===== src/verilog/rtcdst_regs.svh =====
// Register offsets, field positions and timing constants of the compensation and saving-time block.
// Assumes it is included by bare name from the design modules.
`ifndef RTCDST_REGS_SVH
`define RTCDST_REGS_SVH
`define RTCDST_OFF_INTERCEPT 8'h0b
`define RTCDST_OFF_CURVE 8'h0c
`define RTCDST_OFF_SCALE 8'h0d
`define RTCDST_OFF_FWD_MONTH 8'h15
`define RTCDST_OFF_FWD_WEEKDAY 8'h16
`define RTCDST_OFF_FWD_DATE 8'h17
`define RTCDST_OFF_FWD_HOUR 8'h18
`define RTCDST_OFF_REV_MONTH 8'h19
`define RTCDST_OFF_REV_WEEKDAY 8'h1a
`define RTCDST_OFF_REV_DATE 8'h1b
`define RTCDST_OFF_REV_HOUR 8'h1c
`define RTCDST_BIT_TSE 7
`define RTCDST_BIT_SAVE_EN 7
`define RTCDST_BIT_WEEK_SEL 6
`define RTCDST_WEEK_LAST 3'h7
`define RTCDST_HOUR_MASK 8'h3f
`define RTCDST_MONTH_MASK 8'h1f
`define RTCDST_DATE_MASK 8'h3f
`define RTCDST_DST_RESET 8'h00
`define RTCDST_RDATA_UNMAPPED 8'h00
`define RTCDST_PERIOD_MAIN_S 11'h03c
`define RTCDST_PERIOD_BK1_S 11'h03c
`define RTCDST_PERIOD_BK2_S 11'h258
`define RTCDST_PERIOD_BK3_S 11'h708
`endif

===== src/verilog/rtcdst_pkg.sv =====
// Types shared by the compensation sequencer and the control block.
// Assumes the constants header is on the include path.
package rtcdst_pkg;
	typedef enum logic [0:0] {COMP_IDLE, COMP_WAIT} rtcdst_comp_state_t;

	typedef struct packed {
		rtcdst_comp_state_t state;
		logic [10:0] secCount;
		logic [9:0] lastTemp;
		logic tempValid;
		logic convStart;
		logic [7:0] analogTrim;
		logic [7:0] digitalTrim;
	} rtcdst_comp_t;

	typedef struct packed {
		logic tempSenseEnable;
		logic [1:0] backupMode;
		logic [4:0] scaleTrim;
		logic [7:0] intercept;
		logic [7:0] curve;
		logic [7:0] fwdMonth;
		logic [7:0] fwdWeekDay;
		logic [7:0] fwdDate;
		logic [7:0] fwdHour;
		logic [7:0] revMonth;
		logic [7:0] revWeekDay;
		logic [7:0] revDate;
		logic [7:0] revHour;
		logic applied;
		logic fwdPulse;
		logic revPulse;
		logic compStart;
		logic supplyMeta;
		logic supplySync;
		logic [7:0] rdata;
	} rtcdst_ctl_t;
endpackage


===== src/verilog/rtcdst_comp_seq.sv =====
// Compensation sequencer: periodic and write-triggered temperature conversion, trim loading.
// Assumes secondTick, convDone and conversion results come from logic on the same clock.
`timescale 1ns/1ps
`include "rtcdst_regs.svh"
module rtcdst_comp_seq #(
	parameter logic [7:0] TRIM_RESET = 8'h00
) (
	input wire logic clk,
	input wire logic reset,
	input wire logic secondTick,
	input wire logic tempSenseEnable,
	input wire logic [1:0] backupMode,
	input wire logic mainSupplyOk,
	input wire logic startReq,
	input wire logic convDone,
	input wire logic [9:0] convTemp,
	input wire logic [7:0] convAnalog,
	input wire logic [7:0] convDigital,
	output logic convStart,
	output logic [7:0] analogTrim,
	output logic [7:0] digitalTrim
);
	rtcdst_pkg::rtcdst_comp_t cur_reg, cur_next;
	logic [10:0] period;
	logic runNow;

	// Picks the correction period for the present supply and backup mode.
	always_comb begin
		period = `RTCDST_PERIOD_MAIN_S;
		runNow = tempSenseEnable;
		if (!mainSupplyOk) begin
			unique case (backupMode)
				2'h0: runNow = 1'b0;
				2'h1: period = `RTCDST_PERIOD_BK1_S;
				2'h2: period = `RTCDST_PERIOD_BK2_S;
				2'h3: period = `RTCDST_PERIOD_BK3_S;
			endcase
		end
	end

	always_comb begin
		cur_next = cur_reg;
		cur_next.convStart = 1'b0;
		if (!runNow) begin
			cur_next.secCount = 11'h000;
		end else if (secondTick) begin
			cur_next.secCount = (cur_reg.secCount + 11'h001 >= period) ? 11'h000 :
				cur_reg.secCount + 11'h001;
		end
		unique case (cur_reg.state)
			rtcdst_pkg::COMP_IDLE: begin
				if (startReq || (runNow && secondTick &&
					cur_reg.secCount + 11'h001 >= period)) begin
					cur_next.convStart = 1'b1;
					cur_next.state = rtcdst_pkg::COMP_WAIT;
				end
			end
			rtcdst_pkg::COMP_WAIT: begin
				if (convDone) begin
					cur_next.state = rtcdst_pkg::COMP_IDLE;
					if (!cur_reg.tempValid || convTemp != cur_reg.lastTemp) begin
						cur_next.analogTrim = convAnalog;
						cur_next.digitalTrim = convDigital;
					end
					cur_next.lastTemp = convTemp;
					cur_next.tempValid = 1'b1;
				end
			end
		endcase
	end

	always_ff @(posedge clk) begin
		if (reset) begin
			cur_reg <= '{state: rtcdst_pkg::COMP_IDLE, secCount: 11'h000, lastTemp: 10'h000,
				tempValid: 1'b0, convStart: 1'b0, analogTrim: TRIM_RESET,
				digitalTrim: TRIM_RESET};
		end else begin
			cur_reg <= cur_next;
		end
	end

	assign convStart = cur_reg.convStart;
	assign analogTrim = cur_reg.analogTrim;
	assign digitalTrim = cur_reg.digitalTrim;
endmodule


===== src/verilog/rtcdst_control.sv =====
// Compensation control and automatic saving-time registers of the real-time clock.
// Assumes a serial engine on clk drives regWrite/regRead and calendar inputs are on clk.
`timescale 1ns/1ps
`include "rtcdst_regs.svh"
module rtcdst_control #(
	parameter logic [7:0] TRIM_RESET = 8'h00
) (
	input wire logic clk,
	input wire logic reset,
	input wire logic regWrite,
	input wire logic regRead,
	input wire logic [7:0] regAddr,
	input wire logic [7:0] regWdata,
	output logic [7:0] regRdata,
	input wire logic [4:0] factoryScale,
	input wire logic [7:0] factoryIntercept,
	input wire logic [7:0] factoryCurve,
	input wire logic mainSupplyOk,
	input wire logic secondTick,
	input wire logic [7:0] curMonth,
	input wire logic [7:0] curDate,
	input wire logic [2:0] curWeekday,
	input wire logic [7:0] curHour,
	input wire logic [7:0] curMinute,
	input wire logic [7:0] curSecond,
	input wire logic [4:0] daysInMonth,
	input wire logic convDone,
	input wire logic [9:0] convTemp,
	input wire logic [7:0] convAnalog,
	input wire logic [7:0] convDigital,
	output logic convStart,
	output logic [7:0] analogFreqTrim,
	output logic [7:0] digitalFreqTrim,
	output logic saveForwardPulse,
	output logic saveReversePulse,
	output logic savingForwardApplied
);
	rtcdst_pkg::rtcdst_ctl_t ctl_reg, ctl_next;
	logic [4:0] dateBin;
	logic atHourTop;
	logic fwdHit;
	logic revHit;

	// Converts a two-digit BCD value to binary.
	function automatic logic [4:0] bcdToBin(input logic [7:0] bcd);
		logic [7:0] tens;
		tens = {4'h0, bcd[7:4]};
		return 5'((tens << 3) + (tens << 1) + {4'h0, bcd[3:0]});
	endfunction

	// Decides whether the calendar stands on a programmed saving point.
	function automatic logic pointMatch(input logic [7:0] monthReg, input logic [7:0] weekReg,
		input logic [7:0] dateReg, input logic [7:0] hourReg, input logic [4:0] dBin,
		input logic [2:0] wday, input logic [4:0] dim, input logic [7:0] mon,
		input logic [7:0] dateNow, input logic [7:0] hourNow);
		logic dayOk;
		logic [2:0] weekNow;
		logic [5:0] datePlus;
		weekNow = 3'(((dBin - 5'h01) / 5'h07) + 5'h01);
		datePlus = {1'b0, dBin} + 6'h07;
		if (weekReg[`RTCDST_BIT_WEEK_SEL]) begin
			if (weekReg[5:3] == `RTCDST_WEEK_LAST) begin
				dayOk = (wday == weekReg[2:0]) && (datePlus > {1'b0, dim});
			end else begin
				dayOk = (wday == weekReg[2:0]) && (weekNow == weekReg[5:3]);
			end
		end else begin
			dayOk = (dateNow & `RTCDST_DATE_MASK) == (dateReg & `RTCDST_DATE_MASK);
		end
		return dayOk && ((mon & `RTCDST_MONTH_MASK) == (monthReg & `RTCDST_MONTH_MASK)) &&
			((hourNow & `RTCDST_HOUR_MASK) == (hourReg & `RTCDST_HOUR_MASK));
	endfunction

	always_comb begin
		dateBin = bcdToBin(curDate & `RTCDST_DATE_MASK);
		atHourTop = secondTick && curMinute == 8'h00 && curSecond == 8'h00;
		fwdHit = atHourTop && pointMatch(ctl_reg.fwdMonth, ctl_reg.fwdWeekDay, ctl_reg.fwdDate,
			ctl_reg.fwdHour, dateBin, curWeekday, daysInMonth, curMonth, curDate, curHour);
		revHit = atHourTop && pointMatch(ctl_reg.revMonth, ctl_reg.revWeekDay, ctl_reg.revDate,
			ctl_reg.revHour, dateBin, curWeekday, daysInMonth, curMonth, curDate, curHour);
	end

	always_comb begin
		ctl_next = ctl_reg;
		ctl_next.fwdPulse = 1'b0;
		ctl_next.revPulse = 1'b0;
		ctl_next.compStart = 1'b0;
		ctl_next.supplyMeta = mainSupplyOk;
		ctl_next.supplySync = ctl_reg.supplyMeta;
		if (regWrite) begin
			unique case (regAddr)
				`RTCDST_OFF_SCALE: begin
					ctl_next.tempSenseEnable = regWdata[`RTCDST_BIT_TSE];
					ctl_next.backupMode = regWdata[6:5];
					ctl_next.compStart = regWdata[`RTCDST_BIT_TSE];
				end
				`RTCDST_OFF_FWD_MONTH: ctl_next.fwdMonth = regWdata;
				`RTCDST_OFF_FWD_WEEKDAY: ctl_next.fwdWeekDay = regWdata;
				`RTCDST_OFF_FWD_DATE: ctl_next.fwdDate = regWdata;
				`RTCDST_OFF_FWD_HOUR: ctl_next.fwdHour = regWdata;
				`RTCDST_OFF_REV_MONTH: ctl_next.revMonth = regWdata;
				`RTCDST_OFF_REV_WEEKDAY: ctl_next.revWeekDay = regWdata;
				`RTCDST_OFF_REV_DATE: ctl_next.revDate = regWdata;
				`RTCDST_OFF_REV_HOUR: ctl_next.revHour = regWdata;
				default: ;
			endcase
		end
		if (ctl_reg.fwdMonth[`RTCDST_BIT_SAVE_EN]) begin
			if (fwdHit && !ctl_reg.applied) begin
				ctl_next.fwdPulse = 1'b1;
				ctl_next.applied = 1'b1;
			end else if (revHit && ctl_reg.applied) begin
				ctl_next.revPulse = 1'b1;
				ctl_next.applied = 1'b0;
			end
		end
		if (!ctl_next.fwdMonth[`RTCDST_BIT_SAVE_EN]) begin
			ctl_next.applied = 1'b0;
			ctl_next.fwdPulse = 1'b0;
			ctl_next.revPulse = 1'b0;
		end
		if (regRead) begin
			unique case (regAddr)
				`RTCDST_OFF_INTERCEPT: ctl_next.rdata = ctl_reg.intercept;
				`RTCDST_OFF_CURVE: ctl_next.rdata = ctl_reg.curve;
				`RTCDST_OFF_SCALE: ctl_next.rdata = {ctl_reg.tempSenseEnable,
					ctl_reg.backupMode, ctl_reg.scaleTrim};
				`RTCDST_OFF_FWD_MONTH: ctl_next.rdata = ctl_reg.fwdMonth;
				`RTCDST_OFF_FWD_WEEKDAY: ctl_next.rdata = ctl_reg.fwdWeekDay;
				`RTCDST_OFF_FWD_DATE: ctl_next.rdata = ctl_reg.fwdDate;
				`RTCDST_OFF_FWD_HOUR: ctl_next.rdata = ctl_reg.fwdHour;
				`RTCDST_OFF_REV_MONTH: ctl_next.rdata = ctl_reg.revMonth;
				`RTCDST_OFF_REV_WEEKDAY: ctl_next.rdata = ctl_reg.revWeekDay;
				`RTCDST_OFF_REV_DATE: ctl_next.rdata = ctl_reg.revDate;
				`RTCDST_OFF_REV_HOUR: ctl_next.rdata = ctl_reg.revHour;
				default: ctl_next.rdata = `RTCDST_RDATA_UNMAPPED;
			endcase
		end
	end

	// Power-up loads the factory trims; intercept, curve and scale trim have no write path.
	always_ff @(posedge clk) begin
		if (reset) begin
			ctl_reg <= '{tempSenseEnable: 1'b0, backupMode: 2'h0,
				scaleTrim: factoryScale,
				intercept: factoryIntercept, curve: factoryCurve,
				fwdMonth: `RTCDST_DST_RESET, fwdWeekDay: `RTCDST_DST_RESET,
				fwdDate: `RTCDST_DST_RESET, fwdHour: `RTCDST_DST_RESET,
				revMonth: `RTCDST_DST_RESET, revWeekDay: `RTCDST_DST_RESET,
				revDate: `RTCDST_DST_RESET, revHour: `RTCDST_DST_RESET,
				applied: 1'b0, fwdPulse: 1'b0, revPulse: 1'b0, compStart: 1'b0,
				supplyMeta: 1'b1, supplySync: 1'b1,
				rdata: `RTCDST_RDATA_UNMAPPED};
		end else begin
			ctl_reg <= ctl_next;
		end
	end

	rtcdst_comp_seq #(
		.TRIM_RESET(TRIM_RESET)
	) compSeq (
		.clk(clk),
		.reset(reset),
		.secondTick(secondTick),
		.tempSenseEnable(ctl_reg.tempSenseEnable),
		.backupMode(ctl_reg.backupMode),
		.mainSupplyOk(ctl_reg.supplySync),
		.startReq(ctl_reg.compStart),
		.convDone(convDone),
		.convTemp(convTemp),
		.convAnalog(convAnalog),
		.convDigital(convDigital),
		.convStart(convStart),
		.analogTrim(analogFreqTrim),
		.digitalTrim(digitalFreqTrim)
	);

	assign regRdata = ctl_reg.rdata;
	assign saveForwardPulse = ctl_reg.fwdPulse;
	assign saveReversePulse = ctl_reg.revPulse;
	assign savingForwardApplied = ctl_reg.applied;
endmodule


===== config.mk =====
export PLATFORM = sky130hd
export DESIGN_NAME = rtcdst_control
export DESIGN_NICKNAME = d
export VERILOG_FILES = /design/src/verilog/rtcdst_pkg.sv /design/src/verilog/rtcdst_comp_seq.sv /design/src/verilog/rtcdst_control.sv
export VERILOG_INCLUDE_DIRS = /design/src /design/src/verilog
export SDC_FILE = /design/constraint.sdc
export NUM_CORES = 1
export LEC_CHECK = 0
export ABC_AREA = 0
export BUFFER_PORTS_ARGS = -buffer_cell sky130_fd_sc_hd__buf_2
export CAP_MARGIN = 30
export CORE_MARGIN = 1
export CORE_UTILIZATION = 40
export CTS_CLUSTER_DIAMETER = 120
export DETAILED_ROUTE_END_ITERATION = 12
export PLACE_DENSITY_LB_ADDON = 0.25
export SYNTH_ARGS = -nofsm -noshare
export SYNTH_HDL_FRONTEND = slang
export SYNTH_HIERARCHICAL = 1
export SYNTH_SLANG_ARGS = --single-unit

===== constraint.sdc =====
create_clock -name clk -period 4.7 [get_ports clk]
set_input_delay 0.47 -clock clk [delete_from_list [all_inputs] [get_ports clk]]
set_output_delay 0.47 -clock clk [all_outputs]
set_load 0.03 [all_outputs]

==> results_dict.tcl <==
set metrics [dict create \
    dp_hpwl_mm 14.6 \
    cts.sinks 142 \
    fmax_mhz 249 \
    rsz0062_at_grt "false" \
    synth_edf_count 21 \
    fillers 1817 \
    setup_violations 0 \
    htree_levels 4 \
    num_rows 50 \
    yosysWarningCount 6 \
    floorplan.initialDensity_pct 40.7 \
    viasPerCell 5.42 \
    p_leak_nw 3.96 \
    layout-drive-gt1-share_pct 22.1 \
    drt_iter0_drc 496 \
    fin_nets 1073 \
    power_density_nw_per_um2 347 \
    n_antenna_cell 0 \
    hold_violations 0 \
    ys_seq_area_share_pct 40.1 \
    crit_path_start_kind "input port" \
    finalMaxSlewViolations 0 \
    cts_tree "yes" \
    detail-route-antenna-nets 0 \
    io_pins 146 \
    post-route-drc-count 0 \
    hold_path.class "in -> reg" \
    grt_max_degree 54 \
    regArea_um2 3050 \
    first_global_vias 5837 \
    numCtsBuffers 17 \
    tightest_slew_ns 0.961 \
    synthToLayoutAreaGrowth_pct 17.1 \
    status "complete, no violations" \
    critPathSlowestCell "ha_1" \
    fin_crit_sh_pct 85.5 \
    drv_cap 0 \
    tns_ns 0 \
    postCtsSetupBuffers 0 \
    path_max_fanout 6 \
    core-area_um2 18700 \
    dieArea_um2 19600 \
    multi_input_area_um2 4140 \
    path_cells "buf_2, ha_1, inv_1, ha_1, nand3_1, o22a_1, a21oi_1, a21oi_1, nor2_1, nor2_1, ha_1, and3_1, mux2i_1, a31o_1, nand2_2, ha_1, xnor2_1, nand3_1, o21a_1, o2111ai_1, a21oi_1, a31oi_1, o21ai_1, o21ai_0" \
    syn-mean-instance-area_um2 9.04 \
    peakVddDrop_mv 0.260 \
    wirelength_mm 20.2 \
    syn_inst 843 \
    ys_types 69 \
    dr.pass1.iters 6 \
    cts_hold_buf 0 \
    cts_resized 0 \
    crit_required_ns 5.00 \
    syn_nets 980 \
    crit_type "in -> reg" \
    portBuffers 138 \
    slew_headroom_pct 35.8 \
    clkSlewWorstSetupHoldPaths_ns 0.06 \
    skew_ns 0.00623 \
    clockRootBuffer "clkbuf_16" \
    grt_overflow 0 \
    gp_congestion 0.860 \
    pre_cts_slack_ns 0.339 \
    crit_top_cell "ha_1" \
    grt_usage_pct 20.8 \
    ys_dominant_reg_cell "dfxtp_1" \
    clk-insertion-delay-late_ns 0.42 \
    fin_crit_ns 4.02 \
    die_h_um 140 \
    critPathArrivalTime_ns 4.31 \
    layout_setup_ws_ns 0.681 \
    routedWlPerCell_um 17.0 \
    slowest_delay_ns 0.35 \
    ys_ff_latch 142 \
    cts_max_path_buffers 2 \
    dr_total_vias 6413 \
    netlist_area_um2 7620 \
    die_x_um 140 \
    largest_reg_flops 69 \
    synthArstFlopShare_pct 0 \
    cp-end-kind "flip-flop" \
    grt_antenna_before_repair 0 \
    grt_pass1_wl_mm 31.6 \
]
[metal layers]
metal	track usage (%)	vias up	part of all wire, %
met4	8.33	0	2.3
met3	3.76	32	6.2
met2	32.2	235	45
li1	-	3137	-
met5	0	-	0
met1	28.7	3009	46
[final cells by class]
class | instances | share of cell area, %
inverters | 12 | 0.505
repair buffers | 145 | 8.35
multi-input cells | 618 | 46.3
well taps | 234 | 3.28
flip-flops and latches | 142 | 34.2
clock inverters | 13 | 2.37
clock buffers | 19 | 4.96
[stage by stage]
stage / hold WS [ns] / util (%) / instances / instance area [um2] / power [mW]
2_1_floorplan: 0.389 / - / 843 / 7620 / 1.52
3_3_place_gp: 0.397 / 44.2 / 1151 / 8270 / 1.63
3_5_place_dp: 0.393 / 44.2 / 1151 / 8270 / 1.63
4_1_cts: 0.206 / 47.7 / 1183 / 8930 / 3.12
5_1_grt: 0.209 / 47.7 / 1183 / 8930 / 3.21
6_report: 0.219 / 47.7 / 1183 / 8930 / 3.10
[power breakdown]
part           internal [mW]  total, mW  switching, mW
Sequential              1.25       1.26        0.00866
Clock                  0.959       1.49          0.528
Combinational          0.146      0.348          0.202
Total                   2.36       3.10          0.739
[cell families after synthesis]
group           Yosys count  share of synthesized area, %
buf+inv                  83                          5.68
simple gates            319                          19.7
fa+ha+maj                19                          3.12
compound gates          127                          11.2
flops                   142                          40.1
xor+xnor                 75                          8.80
mux                      78                          11.5
[path summary, 6_finish.rpt]
path	startpoint	endpoint	slack (ns)	depth (start not counted)
worst max-delay path	curDate[1]	savingForwardApplied	0.68	24
worst min-delay path	factoryIntercept[0]	ctl_next[86]	0.22	1
worst max register to register	compSeq/cur_reg[28]	compSeq/cur_reg[28]	1.95	10
worst min register to register	ctl_next[8]	ctl_reg[8]	0.42	1
[placed cells by master, fill, tap and decap left out, types with 6 or more instances in the layout]
master,netlist,final
nor4_1,11,11
nand2b_1,7,7
nor3_1,22,22
nand3_1,46,46
xor2_1,43,43
ha_1,19,19
nand2_1,81,81
buf_2,1,137
clkbuf_16,0,17
mux4_2,7,7
buf_4,26,8
o21ai_0,14,14
nand4_1,16,16
a222oi_1,6,6
mux2i_1,67,67
nor2_1,102,102
dfxtp_1,121,121
xnor2_1,31,31
o21ai_1,6,6
edfxtp_1,21,21
inv_1,12,12
a21oi_1,53,53
a22oi_1,11,11
[worst max-delay path, delay by kind of cell]
family          cells  cell delay, ns
xor+xnor            1            0.16
buf+inv             2            0.21
mux                 1            0.12
compound gates     10            1.49
fa+ha+maj           4            1.15
simple gates        6            0.71
[cells in the mapped netlist, types with 3 or more instances]
| cell type | number | area, um2 |
|---|---|---|
| nand3_1 | 46 | 230 |
| nor2b_1 | 3 | 18.8 |
| buf_4 | 26 | 195 |
| clkbuf_1 | 40 | 150 |
| edfxtp_1 | 21 | 631 |
| o21a_1 | 4 | 30.0 |
| a222oi_1 | 6 | 60.1 |
| nand2b_1 | 7 | 43.8 |
| o21ai_1 | 6 | 30.0 |
| o31ai_1 | 3 | 22.5 |
| nor4_1 | 11 | 68.8 |
| a21oi_1 | 53 | 265 |
| a31oi_1 | 3 | 18.8 |
| buf_6 | 3 | 33.8 |
| dfxtp_1 | 121 | 2420 |
| nand4_1 | 16 | 100 |
| mux2i_1 | 67 | 671 |
| a221oi_1 | 3 | 26.3 |
| xnor2_1 | 31 | 272 |
| nor3_1 | 22 | 110 |
| mux4_2 | 7 | 158 |
| o21ai_0 | 14 | 70.1 |
| nand2_1 | 81 | 304 |
| inv_1 | 12 | 45.0 |
| and3_1 | 5 | 31.3 |
| nor2_1 | 102 | 383 |
| and2_1 | 3 | 18.8 |
| a22oi_1 | 11 | 82.6 |
| ha_1 | 19 | 238 |
| a311oi_1 | 4 | 35.0 |
| xor2_1 | 43 | 377 |
| or2_2 | 4 | 25.0 |
| mux2_2 | 4 | 45.0 |
| nor3b_1 | 3 | 22.5 |
(Power assumes the default switching activity.)
